`src/shared/pgdt_consts.vh`:
```
/*
 constants for the pulse gap delay timer: tick periods, counter widths,
 start values and base select codes. assumes a 10 MHz system clock.
*/
`ifndef PGDT_CONSTS_VH
`define PGDT_CONSTS_VH

`define PGDT_CLK_HZ 10000000
`define PGDT_TICK_1MS_CYC (`PGDT_CLK_HZ / 1000)
`define PGDT_PRE_W 14
`define PGDT_PRE_1MS 14'h270f
`define PGDT_DEC_W 7
`define PGDT_DEC_10 7'h09
`define PGDT_DEC_100 7'h63
`define PGDT_BASE_W 2
`define PGDT_BASE_100MS 2'h0
`define PGDT_BASE_10MS 2'h1
`define PGDT_BASE_1MS 2'h2
`define PGDT_CNT_W 14
`define PGDT_MEAS_START 14'h270f
`define PGDT_ZERO 14'h0000
`define PGDT_ONE 14'h0001

`endif

```
`src/rtl/pgdt_tick_gen.v`:
```
/*
 tick generator: one-cycle strobes every 1 ms, 10 ms and 100 ms.
 assumes clk_in at the rate named in the constants header.
*/
`timescale 1ns/1ps
`default_nettype none
`include "pgdt_consts.vh"

module pgdt_tick_gen (
    // clock and reset
    input wire clk_in,
    input wire reset_in,
    // tick strobes
    output reg tick_1ms_out,
    output reg tick_10ms_out,
    output reg tick_100ms_out
);
    reg [`PGDT_PRE_W-1:0] pre_r;
    reg [`PGDT_DEC_W-1:0] div10_r;
    reg [`PGDT_DEC_W-1:0] div100_r;
    wire ms_w;

    assign ms_w = (pre_r == `PGDT_PRE_1MS);

    always @(posedge clk_in or posedge reset_in) begin
        if (reset_in) begin
            pre_r <= {`PGDT_PRE_W{1'b0}};
            div10_r <= {`PGDT_DEC_W{1'b0}};
            div100_r <= {`PGDT_DEC_W{1'b0}};
            tick_1ms_out <= 1'b0;
            tick_10ms_out <= 1'b0;
            tick_100ms_out <= 1'b0;
        end else begin
            pre_r <= ms_w ? {`PGDT_PRE_W{1'b0}} : pre_r + 1'b1;
            tick_1ms_out <= ms_w;
            tick_10ms_out <= ms_w && (div10_r == `PGDT_DEC_10);
            tick_100ms_out <= ms_w && (div100_r == `PGDT_DEC_100);
            if (ms_w) begin
                div10_r <= (div10_r == `PGDT_DEC_10) ? {`PGDT_DEC_W{1'b0}} : div10_r + 1'b1;
                div100_r <= (div100_r == `PGDT_DEC_100) ? {`PGDT_DEC_W{1'b0}} : div100_r + 1'b1;
            end
        end
    end
endmodule
`default_nettype wire

```
`src/rtl/pgdt_top.v`:
```
/*
 pulse gap delay timer: measures the low gap of an external pulse source,
 turns it into a preset and runs a delay timer from it on a start input.
 assumes pulse and start inputs already synchronous to clk_in.
*/
`timescale 1ns/1ps
`default_nettype none
`include "pgdt_consts.vh"

// Operation
// source pulses 80 ms, gap 20 ms-2 s
// gap timer counts down from 9999 while low
// on rise, preset = 9999 minus count
// minuend equals start; read before reload
// start high: delay timer counts from preset
// delay timeout asserts done output
// each timer selects 100/10/1 ms base
// no 20 ms gap on 100 ms base
// new preset active about 2 s later
// 10 ms/100 ms gives 0.2-20 s delay
// one capture per rise; reload while high
module pgdt_top (
    // clock and reset
    input wire clk_in,
    input wire reset_in,
    // tick base selects
    input wire [`PGDT_BASE_W-1:0] measure_base_in,
    input wire [`PGDT_BASE_W-1:0] delay_base_in,
    // field inputs
    input wire pulse_source_input_in,
    input wire delay_start_input_in,
    // results
    output reg delay_done_output_out,
    output reg [`PGDT_CNT_W-1:0] captured_preset_reg_out,
    output reg [`PGDT_CNT_W-1:0] gap_timer_count_out,
    output reg [`PGDT_CNT_W-1:0] delay_timer_count_out
);
    localparam [`PGDT_CNT_W-1:0] MINUEND_OPERAND = `PGDT_MEAS_START;
    localparam [2:0] ST_IDLE = 3'h1;
    localparam [2:0] ST_RUN = 3'h2;
    localparam [2:0] ST_DONE = 3'h4;
    localparam integer NUM_TIMERS = 2;
    localparam integer SEL_MEAS = 0;
    localparam integer SEL_DELAY = 1;

    // shared tick strobes
    wire t1_w;
    wire t10_w;
    wire t100_w;

    // per-timer base codes and selected ticks: slot 0 gap, slot 1 delay
    wire [`PGDT_BASE_W*NUM_TIMERS-1:0] base_bus_w;
    wire [NUM_TIMERS-1:0] tick_bus_w;
    wire meas_tick_w;
    wire delay_tick_w;

    // pulse edge and gap measurement
    reg pulse_prev_r;
    wire pulse_high_w;
    wire pulse_rise_w;
    wire gap_floor_w;
    reg [`PGDT_CNT_W-1:0] gap_count_nxt;
    reg [`PGDT_CNT_W-1:0] preset_nxt;

    // delay timer, one-hot states
    reg [2:0] state_r;
    reg [2:0] state_nxt;
    reg [`PGDT_CNT_W-1:0] delay_count_nxt;
    reg done_nxt;
    wire preset_zero_w;
    wire delay_floor_w;
    wire delay_last_w;

    // code 3 is unused; it falls back to the 10 ms base
    function tick_sel;
        input [`PGDT_BASE_W-1:0] base;
        input a100;
        input a10;
        input a1;
        begin
            case (base)
                `PGDT_BASE_100MS: tick_sel = a100;
                `PGDT_BASE_10MS: tick_sel = a10;
                `PGDT_BASE_1MS: tick_sel = a1;
                default: tick_sel = a10;
            endcase
        end
    endfunction

    pgdt_tick_gen u_ticks (
        .clk_in(clk_in),
        .reset_in(reset_in),
        .tick_1ms_out(t1_w),
        .tick_10ms_out(t10_w),
        .tick_100ms_out(t100_w)
    );

    // one selector per timer so the two bases stay independent
    assign base_bus_w = {delay_base_in, measure_base_in};

    genvar gi;
    generate
        for (gi = 0; gi < NUM_TIMERS; gi = gi + 1) begin : g_tick_sel
            assign tick_bus_w[gi] = tick_sel(base_bus_w[gi*`PGDT_BASE_W +: `PGDT_BASE_W],
                t100_w, t10_w, t1_w);
        end
    endgenerate

    assign meas_tick_w = tick_bus_w[SEL_MEAS];
    assign delay_tick_w = tick_bus_w[SEL_DELAY];

    // prev resets to the idle low level, so no false rise after reset
    assign pulse_high_w = pulse_source_input_in;
    assign pulse_rise_w = pulse_high_w && !pulse_prev_r;
    assign gap_floor_w = (gap_timer_count_out == `PGDT_ZERO);

    // capture reads the count held before this edge, so the reload
    // below cannot corrupt it
    always @* begin
        preset_nxt = captured_preset_reg_out;
        if (pulse_rise_w) begin
            preset_nxt = MINUEND_OPERAND - gap_timer_count_out;
        end
    end

    // saturates at zero rather than wrapping into a huge preset
    always @* begin
        gap_count_nxt = gap_timer_count_out;
        if (pulse_high_w) begin
            gap_count_nxt = `PGDT_MEAS_START;
        end else if (meas_tick_w && !gap_floor_w) begin
            gap_count_nxt = gap_timer_count_out - `PGDT_ONE;
        end
    end

    always @(posedge clk_in or posedge reset_in) begin
        if (reset_in) begin
            pulse_prev_r <= 1'b0;
            gap_timer_count_out <= `PGDT_MEAS_START;
            captured_preset_reg_out <= `PGDT_ZERO;
        end else begin
            pulse_prev_r <= pulse_high_w;
            gap_timer_count_out <= gap_count_nxt;
            captured_preset_reg_out <= preset_nxt;
        end
    end

    // delay timer: preset is loaded at start, so a new capture only
    // counts for the next start; a gap under one tick gives preset 0
    assign preset_zero_w = (captured_preset_reg_out == `PGDT_ZERO);
    assign delay_floor_w = (delay_timer_count_out == `PGDT_ZERO);
    assign delay_last_w = delay_tick_w && (delay_timer_count_out == `PGDT_ONE);

    always @* begin
        state_nxt = state_r;
        case (state_r)
            ST_IDLE: begin
                if (delay_start_input_in) begin
                    if (preset_zero_w) begin
                        state_nxt = ST_DONE;
                    end else begin
                        state_nxt = ST_RUN;
                    end
                end
            end
            ST_RUN: begin
                if (!delay_start_input_in) begin
                    state_nxt = ST_IDLE;
                end else if (delay_last_w) begin
                    state_nxt = ST_DONE;
                end
            end
            ST_DONE: begin
                if (!delay_start_input_in) begin
                    state_nxt = ST_IDLE;
                end
            end
            default: begin
                state_nxt = ST_IDLE;
            end
        endcase
    end

    // start low reloads the preset so a restart begins from the full count
    always @* begin
        delay_count_nxt = delay_timer_count_out;
        case (state_r)
            ST_IDLE: begin
                delay_count_nxt = captured_preset_reg_out;
            end
            ST_RUN: begin
                if (!delay_start_input_in) begin
                    delay_count_nxt = captured_preset_reg_out;
                end else if (delay_tick_w && !delay_floor_w) begin
                    delay_count_nxt = delay_timer_count_out - `PGDT_ONE;
                end
            end
            ST_DONE: begin
                delay_count_nxt = `PGDT_ZERO;
            end
            default: begin
                delay_count_nxt = `PGDT_ZERO;
            end
        endcase
    end

    always @* begin
        done_nxt = (state_nxt == ST_DONE);
    end

    // registered outputs; done follows the state it will enter
    always @(posedge clk_in or posedge reset_in) begin
        if (reset_in) begin
            state_r <= ST_IDLE;
            delay_timer_count_out <= `PGDT_ZERO;
            delay_done_output_out <= 1'b0;
        end else begin
            state_r <= state_nxt;
            delay_timer_count_out <= delay_count_nxt;
            delay_done_output_out <= done_nxt;
        end
    end
endmodule
`default_nettype wire

```
`config.mk`:
```
export PLATFORM = sky130hd
export DESIGN_NAME = pgdt_top
export DESIGN_NICKNAME = d
export VERILOG_FILES = /design/src/rtl/pgdt_tick_gen.v /design/src/rtl/pgdt_top.v
export VERILOG_INCLUDE_DIRS = /design/src /design/src/shared
export SDC_FILE = /design/constraint.sdc
export NUM_CORES = 1
export LEC_CHECK = 0
export ABC_CLOCK_PERIOD_IN_PS = 2400
export BUFFER_PORTS_ARGS = -buffer_cell sky130_fd_sc_hd__buf_2
export CAP_MARGIN = 20
export CORE_MARGIN = 2
export CORE_UTILIZATION = 45
export DETAILED_ROUTE_END_ITERATION = 6
export PLACE_DENSITY = 0.72
export SETUP_SLACK_MARGIN = 0.3
export SYNTH_ARGS = -nofsm -noshare
export SYNTH_HDL_FRONTEND = slang
export SYNTH_HIERARCHICAL = 1
export SYNTH_SLANG_ARGS = --single-unit
```
`constraint.sdc`:
```
create_clock -name clk_in -period 2.4 [get_ports clk_in]
set_input_delay 0 -clock clk_in [delete_from_list [all_inputs] [get_ports clk_in]]
set_output_delay 0 -clock clk_in [all_outputs]
set_load 0.01 [all_outputs]
```
==> results.cfg, run 1 <==
[detailed_routing]
dr.pass1.iters = 4
vias = 3508
drt_iter0_drc = 236
wl_per_cell_um = 15.5
drc = 0
viasPerCell = 5.73
postRouteAntennaNets = 0
drt-total-wl_um = 9480

[grt]
grt_usage = 0.195
grt_overflow_total = 0
grt_max_degree = 48
grt_pass1_vias = 3331
antenna_found_initial = 0
grt_pass1_wl_um = 15800

[logic_synthesis]
synthFlopType = dfrtp_1
synth-seq-area-share = 0.470
synth_edf_count = 0
syn_nets = 453
synth_top_area_cell = dfrtp_1
synthArstFlopShare = 1.00
netlist.area_leader.share = 0.413
synth_cell_types = 61
synth_area_per_cell_um2 = 9.59
syn_area_mm2 = 0.00418
ys_ff_latch = 78
yosysWarningCount = 6
syn_inst = 436
netlist_top_cells_area = dfrtp_1 41%, dfstp_2 5.7%, nand2_1 4.2%, o21ai_0 4.1%, xor2_1 3.6%

[setup_path]
critPathBufInv = 1
critPathMaxFanout = 18
crit_slowest_cell = or4_4
slowest_delay_ns = 0.56
cp_data_arrival_time_ns = 2.35
crit_chain = or4_4 > nor3_4 > a21boi_4 > buf_12 > a41o_1 > a22oi_1
cp_top_family = simple AND/OR/NAND/NOR gates
crit_type = reg2reg
required_ns = 2.67
end_kind = register
start_kind = register

[layout]
multiInputGateArea_mm2 = 0.00208
diodes = 0
final_nets = 513
regArea_mm2 = 0.00197
fill_cells = 820
area_growth_pct = 17.1
drive_gt1_frac = 0.220

[sta]
layout_min_cycle_time_ns = 2.08
final-setup-viol-count = 0
final_hold_viol_count = 0
period_share = 0.865
relSlewSlack = 0.656
drv_slew = 0
grt_setup_unrepaired = true
max_slew.worst_pin.slew_ns = 0.516
fin_ws_ns = 0.323
fin_skew_ns = 0.0119
fmax_ghz = 0.481
finalSetupTns_ns = 0

[pwr]
p_per_area_mw_per_mm2 = 499
vdd_ir_drop_max_v = 0.000289
leakage_nw = 2.25
p_seq_frac = 0.545
p_int_w = 0.00186
p_sw_frac = 0.238
p_switching_w = 0.000581
pwr-share-clk = 0.416
p_comb_frac = 0.039

[floorplan]
rows = 35
die-area_mm2 = 0.0101
ioPinCount = 51
start_util = 0.459
core-area_mm2 = 0.00911
die_w_um = 100
die_h_um = 100

[cts]
cts_sinks = 78
htree_levels = 3
cts_buffers = 9
clk_path_buf_depth = 2
ctsRootBufferMaster = clkbuf_8
clk_latency_ns = 0.35
cts_tree = done
path_clk_slew_ns = 0.09

[outcome]
outcome = completed

[worst_hold_path]
min_path_type = in2async

[placement]
dp_hpwl_um = 6520
io_buffer_count = 50
dp_slack_ns = 0.280
gp_congestion = 0.885

[job]
maxCapViolCount = 0
-- placed cells by master (no fill, tap or decap), drive strengths merged, types with 10 or more instances in the layout --
cell / instances
clkbuf: 11
buf: 66
inv: 21
nor4: 11
nor3: 12
xnor2: 13
o21ai: 35
o311a: 10
nor2: 33
nand3: 22
nand4: 23
xor2: 17
dfrtp: 69
nand2: 48
a21oi: 11
-- power groups by stage --
stage	Combinational, W	Clock, W	Sequential, W
finish	0.0000964	0.00102	0.00133
floorplan	0.0000614	0	0.00136
detailed placement	0.0000891	0	0.00136
global route	0.000111	0.00109	0.00133
CTS	0.0000933	0.00104	0.00133
global placement	0.0000874	0	0.00136
-- cell families (layout without fill, tap and decap cells) --
| kind of cell | after synthesis | after routing | synth area share |
|---|---|---|---|
| flip-flops | 78 | 78 | 0.470 |
| adder cells (fa/ha/maj) | 9 | 9 | 0.0269 |
| AO/OA/AOI/OAI | 81 | 81 | 0.132 |
| XOR/XNOR | 30 | 30 | 0.0629 |
| AND/OR/NAND/NOR | 192 | 192 | 0.252 |
| buffers and inverters | 41 | 106 | 0.0425 |
| multiplexers | 5 | 5 | 0.0135 |
-- what timing repair did --
action | in CTS | in global routing
setup buffers | 0 | 6
hold buffers | 3 | 0
gates resized for setup | 2 | 8
pin swaps | 0 | 5
endpoints found under the setup margin | 2 | 14
hold endpoints to repair | 78 | 0
-- through the flow --
step	util	hold slack [ns]	instance area (um2)	std cells	total power [W]
5_1_grt	0.537	0.128	4890	612	0.00253
4_1_cts	0.526	0.225	4790	605	0.00246
6_report	0.537	0.105	4890	612	0.00244
2_1_floorplan	-	0.0314	4180	436	0.00142
3_3_place_gp	0.500	0.117	4550	586	0.00144
3_5_place_dp	0.500	0.113	4550	586	0.00145
-- cells in the mapped netlist, types with 11 or more instances --
master    number
dfrtp_1       69
nand2_1       47
o21ai_0       34
nor2_1        33
nand4_1       23
nand3_1       22
inv_1         21
xor2_1        17
xnor2_1       13
a21oi_1       11
clkbuf_1      11
nor3_1        11
-- worst reg2reg max path, stage by stage, from the launching register on --
cell and delay [ns]:
dfrtp_2 0.44, or4_4 0.56, nor3_4 0.29, a21boi_4 0.14, buf_12 0.18, a41o_1 0.22, a22oi_1 0.18
-- state kept, by name (all words and copies together) (netlist names) --
register	flops
u_ticks/tick_10ms_out	1
pulse_prev_r	1
delay_timer_count_out	14
u_ticks/tick_100ms_out	1
u_ticks/tick_1ms_out	1
state_r	3
u_ticks/pre_r	14
captured_preset_reg_out	14
u_ticks/div10_r	7
u_ticks/div100_r	7
delay_done_output_out	1
gap_timer_count_out	14
-- layer usage --
| layer | part of all wire | up-vias | GRT usage |
|---|---|---|---|
| met5 | 0 | - | 0 |
| met4 | 0.017 | 0 | 0.0748 |
| met3 | 0.043 | 13 | 0.0404 |
| met2 | 0.47 | 84 | 0.304 |
| met1 | 0.47 | 1712 | 0.270 |
| li1 | - | 1699 | - |
-- layout make-up --
class                   instances  share of cell area
clock inverters                 5              0.0120
flip-flops and latches         78               0.402
clock buffers                  11              0.0289
well taps                     111              0.0284
inverters                      21              0.0161
multi-input cells             317               0.426
repair buffers                 69              0.0869
-- worst paths after layout --
| check | start | end | slack, ns | depth (start not counted) |
|---|---|---|---|---|
| hold reg to reg | u_ticks/div100_r[5]$_DFFE_PP0N_ | u_ticks/div100_r[5]$_DFFE_PP0N_ | 0.49 | 1 |
| max in group asynchronous | reset_in | gap_timer_count_out[2]$_DFFE_PP1P_ | 1.76 | 4 |
| setup reg to reg | delay_timer_count_out[7]$_DFFE_PP0P_ | delay_timer_count_out[10]$_DFFE_PP0P_ | 0.32 | 6 |
| hold / removal | reset_in | delay_timer_count_out[2]$_DFFE_PP0P_ | 0.10 | 3 |
| min in group clk_in | delay_base_in[0] | delay_done_output_out$_DFF_PP0_ | 0.23 | 4 |
| setup / recovery | delay_timer_count_out[7]$_DFFE_PP0P_ | delay_timer_count_out[10]$_DFFE_PP0P_ | 0.32 | 6 |
Power figures use the tool's default switching activity.
==> run 2, diff against run 1 <==
- CELL_PAD_IN_SITES_DETAIL_PLACEMENT: unset -> 0
- CELL_PAD_IN_SITES_GLOBAL_PLACEMENT: unset -> 1
- PLACE_DENSITY: 0.72 -> 0.88
==> run 2 against run 1 <==
Against the previous run:
- flip-flop and latch count did not move
- setup slack improved by 0.041 ns
- global-route usage barely moved
- largest power group unchanged
- highest routed layer unchanged
==> results.cfg, run 2 (synthesis results as in run 1) <==
[layout]
fill_cells = 816
multiInputGateArea_mm2 = 0.00208
mostFrequentLayoutCells = 65 x dfrtp_1, 50 x buf_2, 46 x nand2_1
area_growth_pct = 16.6
final_nets = 510
final_common_cell = dfrtp_1
diodes = 0
regArea_mm2 = 0.00197
drive_gt1_frac = 0.219

[job]
maxCapViolCount = 0

[detailed_routing]
vias = 3426
wl_met2_um = 4330
viasPerCell = 5.63
route.met3.wl_um = 312
postRouteAntennaNets = 0
drc = 0
drt-total-wl_um = 9240
wl_per_cell_um = 15.2
met1_length_um = 4480
topRoutingLayerUsed = met4
dr.pass1.iters = 5
drt_iter0_drc = 192

[cts]
htree_levels = 3
cts_buffers = 9
cts_sinks = 78
cts_tree = done
ctsRootBufferMaster = clkbuf_8
clk_path_buf_depth = 2
path_clk_slew_ns = 0.09
clk_latency_ns = 0.35

[grt]
grt_usage = 0.196
grt_overflow_total = 0
antenna_found_initial = 0
grt_pass1_vias = 3311
grt_pass1_wl_um = 15900
grt_max_degree = 48

[setup_path]
critPathMaxFanout = 21
start_kind = register
crit_slowest_cell = or4_4
end_kind = register
cp_data_arrival_time_ns = 2.33
slowest_delay_ns = 0.58
crit_chain = or4_4 > nor3_4 > a21boi_4 > buf_12 > a41o_1 > o2bb2a_4
crit_type = reg2reg
required_ns = 2.69

[floorplan]
die-area_mm2 = 0.0101
core-area_mm2 = 0.00911
rows = 35
start_util = 0.459
ioPinCount = 51
die_h_um = 100
die_w_um = 100

[pwr]
p_per_area_mw_per_mm2 = 496
leakage_nw = 2.22
vdd_ir_drop_max_v = 0.000292

[outcome]
outcome = completed

[sta]
final-setup-viol-count = 0
relSlewSlack = 0.468
drv_slew = 0
finalSetupTns_ns = 0
period_share = 0.848
fin_skew_ns = 0.0105
final_hold_viol_count = 0
grt_setup_unrepaired = true
timing.hold.ws_ns = 0.139
max_slew.worst_pin.slew_ns = 0.799
layout_min_cycle_time_ns = 2.04
fmax_ghz = 0.491

[placement]
gp_congestion = 0.888
dp_hpwl_um = 6460
io_buffer_count = 50

[worst_hold_path]
min_path_type = in2async
==> run 2: where the power goes <==
group	leakage (nW)	internal (W)	switching, W
Sequential	1.03	0.00132	0.00000756
Clock	0.0914	0.000481	0.000508
Combinational	1.10	0.0000281	0.0000662
Total	2.22	0.00183	0.000581
==> run 2: timing repair <==
| item | 4_1_cts | 5_1_grt |
|---|---|---|
| resized for setup | 3 | 8 |
| endpoints found under the setup margin | 4 | 15 |
| endpoints found under the hold margin | 79 | 0 |
| setup buffers | 0 | 4 |
| hold buffers | 3 | 0 |
| pin swaps | 0 | 3 |
==> run 2: final timing paths <==
path / startpoint / endpoint / slack (ns) / cells after the start
min in group clk_in: delay_base_in[0] / delay_done_output_out$_DFF_PP0_ / 0.26 / 5
hold / removal: reset_in / delay_timer_count_out[4]$_DFFE_PP0P_ / 0.14 / 3
setup reg to reg: delay_timer_count_out[7]$_DFFE_PP0P_ / delay_timer_count_out[11]$_DFFE_PP0P_ / 0.36 / 6
setup / recovery: delay_timer_count_out[7]$_DFFE_PP0P_ / delay_timer_count_out[11]$_DFFE_PP0P_ / 0.36 / 6
hold reg to reg: u_ticks/pre_r[0]$_DFF_PP0_ / u_ticks/pre_r[0]$_DFF_PP0_ / 0.49 / 1
max in group asynchronous: reset_in / gap_timer_count_out[10]$_DFFE_PP1P_ / 1.70 / 4
==> run 2: critical path: cells and delay by family, from the launching register on <==
family | cells | cell delay [ns]
and+or+nand+nor | 2 | 0.83
buffers and inverters | 1 | 0.17
DFF | 1 | 0.45
AOI/OAI and AO/OA | 3 | 0.52
==> run 2: final cells by class <==
cell class,instances,area share
inverter,21,0.0162
multi-input combinational,317,0.428
clock buffer,9,0.0254
clock inverter,7,0.0154
sequential,78,0.404
timing repair buffer,66,0.0827
tap,111,0.0285
==> run 2: layer usage <==
metal | vias up | global-route usage
li1 | 1696 | -
met1 | 1645 | 0.282
met2 | 76 | 0.300
met3 | 9 | 0.0299
met4 | 0 | 0.0685
met5 | - | 0
==> run 2: metrics by stage <==
stage | util | power [W] | worst slack, ns | area (um2) | std cells
2_1_floorplan | - | 0.00142 | 0.461 | 4180 | 436
3_3_place_gp | 0.499 | 0.00144 | 0.358 | 4540 | 585
3_5_place_dp | 0.499 | 0.00144 | 0.276 | 4540 | 585
4_1_cts | 0.526 | 0.00244 | 0.325 | 4790 | 604
5_1_grt | 0.535 | 0.00251 | 0.268 | 4870 | 609
6_report | 0.535 | 0.00242 | 0.364 | 4870 | 609
==> run 3, diff against run 2 <==
- ABC_CLOCK_PERIOD_IN_PS: 2400 -> 2000
- clock period: 2.4 -> 2 ns (I/O delays scaled with it)
==> run 3 against run 2 <==
Against the previous run:
- sequential power grew 20%
- clock power grew 59%
- global-route usage grew 1.6 points
- via count grew 8.9%
- die area is the same
- maximum frequency grew 11%
- core utilization grew 7.6 points
- critical path type unchanged
==> results.cfg, run 3 (synthesis results as in run 1) <==
[layout]
mostFrequentLayoutCells = 64 x dfrtp_1, 51 x buf_4, 50 x buf_2
drive_gt1_frac = 0.362
diodes = 0
final_common_cell = dfrtp_1
fill_cells = 754
final_util = 0.611
final_cell_count_no_fill = 658
final_nets = 559
finalInstanceArea_mm2 = 0.00557
area_growth_pct = 33.1

[pwr]
p_switching_w = 0.000707
p_sw_frac = 0.214
vdd_ir_drop_max_v = 0.000295
p_seq_frac = 0.484
leakage_nw = 2.50
p_per_area_mw_per_mm2 = 593
p_comb_frac = 0.039
p_int_w = 0.00259
pwr-share-clk = 0.477

[placement]
dp_slack_ns = 0.102
placed_area_mm2 = 0.00471
dp.cells = 601
dp_hpwl_um = 6620
io_buffer_count = 50
gp_congestion = 0.836

[cts]
cts_buffers = 9
cts_tree = done
cts_sinks = 78
clk_path_buf_depth = 2
htree_levels = 3
path_clk_slew_ns = 0.08
clk_latency_ns = 0.36
ctsRootBufferMaster = clkbuf_8

[setup_path]
crit_type = reg2reg
end_kind = register
required_ns = 2.30
critPathMaxFanout = 7
cp_data_arrival_time_ns = 2.14
reg2regPathDepth = 6
start_kind = register

[floorplan]
die-area_mm2 = 0.0101
core-area_mm2 = 0.00911
start_util = 0.459
ioPinCount = 51
die_h_um = 100
die_w_um = 100
rows = 35

[job]
maxCapViolCount = 0

[sta]
fin_ws_ns = 0.163
period_share = 0.919
drv_slew = 0
relSlewSlack = 0.564
finalSetupTns_ns = 0
fin_skew_ns = 0.0117
final_hold_viol_count = 0
final-setup-viol-count = 0
max_slew.worst_pin.slew_ns = 0.653
fmax_ghz = 0.544
layout_min_cycle_time_ns = 1.84
grt_setup_unrepaired = true

[grt]
grt_max_degree = 32
grt_pass1_wl_um = 16900
antenna_found_initial = 0
grt_usage = 0.212
grt_pass1_vias = 3559
grt_overflow_total = 0

[worst_hold_path]
hold_depth = 5
min_path_type = in2reg

[detailed_routing]
vias = 3731
drc = 0
wl_per_cell_um = 16.3
drt_iter0_drc = 94
postRouteAntennaNets = 0
dr.pass1.iters = 4
viasPerCell = 5.67
drt-total-wl_um = 10700

[outcome]
outcome = completed
==> run 3: worst max-delay path, cell delays in order (launching register included) <==
cell      delay (ns)
dfrtp_1         0.39
or4_4           0.56
nor3_4          0.21
buf_6           0.16
a21boi_4        0.09
a41o_1          0.20
o2bb2a_4        0.18
==> run 3: path summary, 6_finish.rpt <==
check                                                      from  slack, ns                                     to
min                                          measure_base_in[0]       0.23     gap_timer_count_out[8]$_DFFE_PP1P_
min in group asynchronous                              reset_in       0.27        u_ticks/div100_r[2]$_DFFE_PP0N_
max reg2reg                delay_timer_count_out[9]$_DFFE_PP0P_       0.16  delay_timer_count_out[11]$_DFFE_PP0P_
min reg2reg                          u_ticks/pre_r[0]$_DFF_PP0_       0.49             u_ticks/pre_r[0]$_DFF_PP0_
max                        delay_timer_count_out[9]$_DFFE_PP0P_       0.16  delay_timer_count_out[11]$_DFFE_PP0P_
max in group asynchronous                              reset_in       1.02     gap_timer_count_out[1]$_DFFE_PP1P_
==> run 3: power groups by stage <==
stage / combinational (W) / sequential [W] / clock (W)
after floorplan: 0.0000737 / 0.00163 / 0
after global placement: 0.000116 / 0.00163 / 0
after detailed placement: 0.000117 / 0.00163 / 0
after CTS: 0.000123 / 0.00160 / 0.00160
after global routing: 0.000146 / 0.00160 / 0.00168
final: 0.000127 / 0.00160 / 0.00157
==> run 3: through the flow <==
| stage | power (W) | hold WS, ns |
|---|---|---|
| after global placement | 0.00174 | 0.121 |
| after detailed placement | 0.00174 | 0.120 |
| after floorplan | 0.00170 | 0.0314 |
| after global routing | 0.00342 | 0.281 |
| final | 0.00330 | 0.232 |
| after CTS | 0.00332 | 0.219 |
==> run 3: cell type report <==
class / instances / area [um2] / area share
clock inverter: 7 / 145 / 0.0261
inverter: 21 / 83.8 / 0.0151
clock buffer: 9 / 124 / 0.0223
multi-input combinational: 320 / 2350 / 0.422
tap: 111 / 139 / 0.0250
sequential: 78 / 1970 / 0.354
timing repair buffer: 112 / 753 / 0.135
==> run 3: metal layers <==
| layer | vias to the layer above | share of wire | wire length [um] | GRT usage |
|---|---|---|---|---|
| met5 | - | 0 | 0 | 0 |
| li1 | 1801 | - | - | - |
| met3 | 19 | 0.037 | 394 | 0.0376 |
| met2 | 80 | 0.49 | 5290 | 0.344 |
| met4 | 0 | 0.017 | 183 | 0.0780 |
| met1 | 1831 | 0.45 | 4880 | 0.284 |
==> run 3: timing repair <==
item                                   CTS  global route
hold buffers                             3             0
endpoints found under the hold margin   67             0
setup endpoints to repair               31            43
cloned                                   2             1
resized for setup                       16            46
pin swaps                               23            34
buffers inserted                        22            13
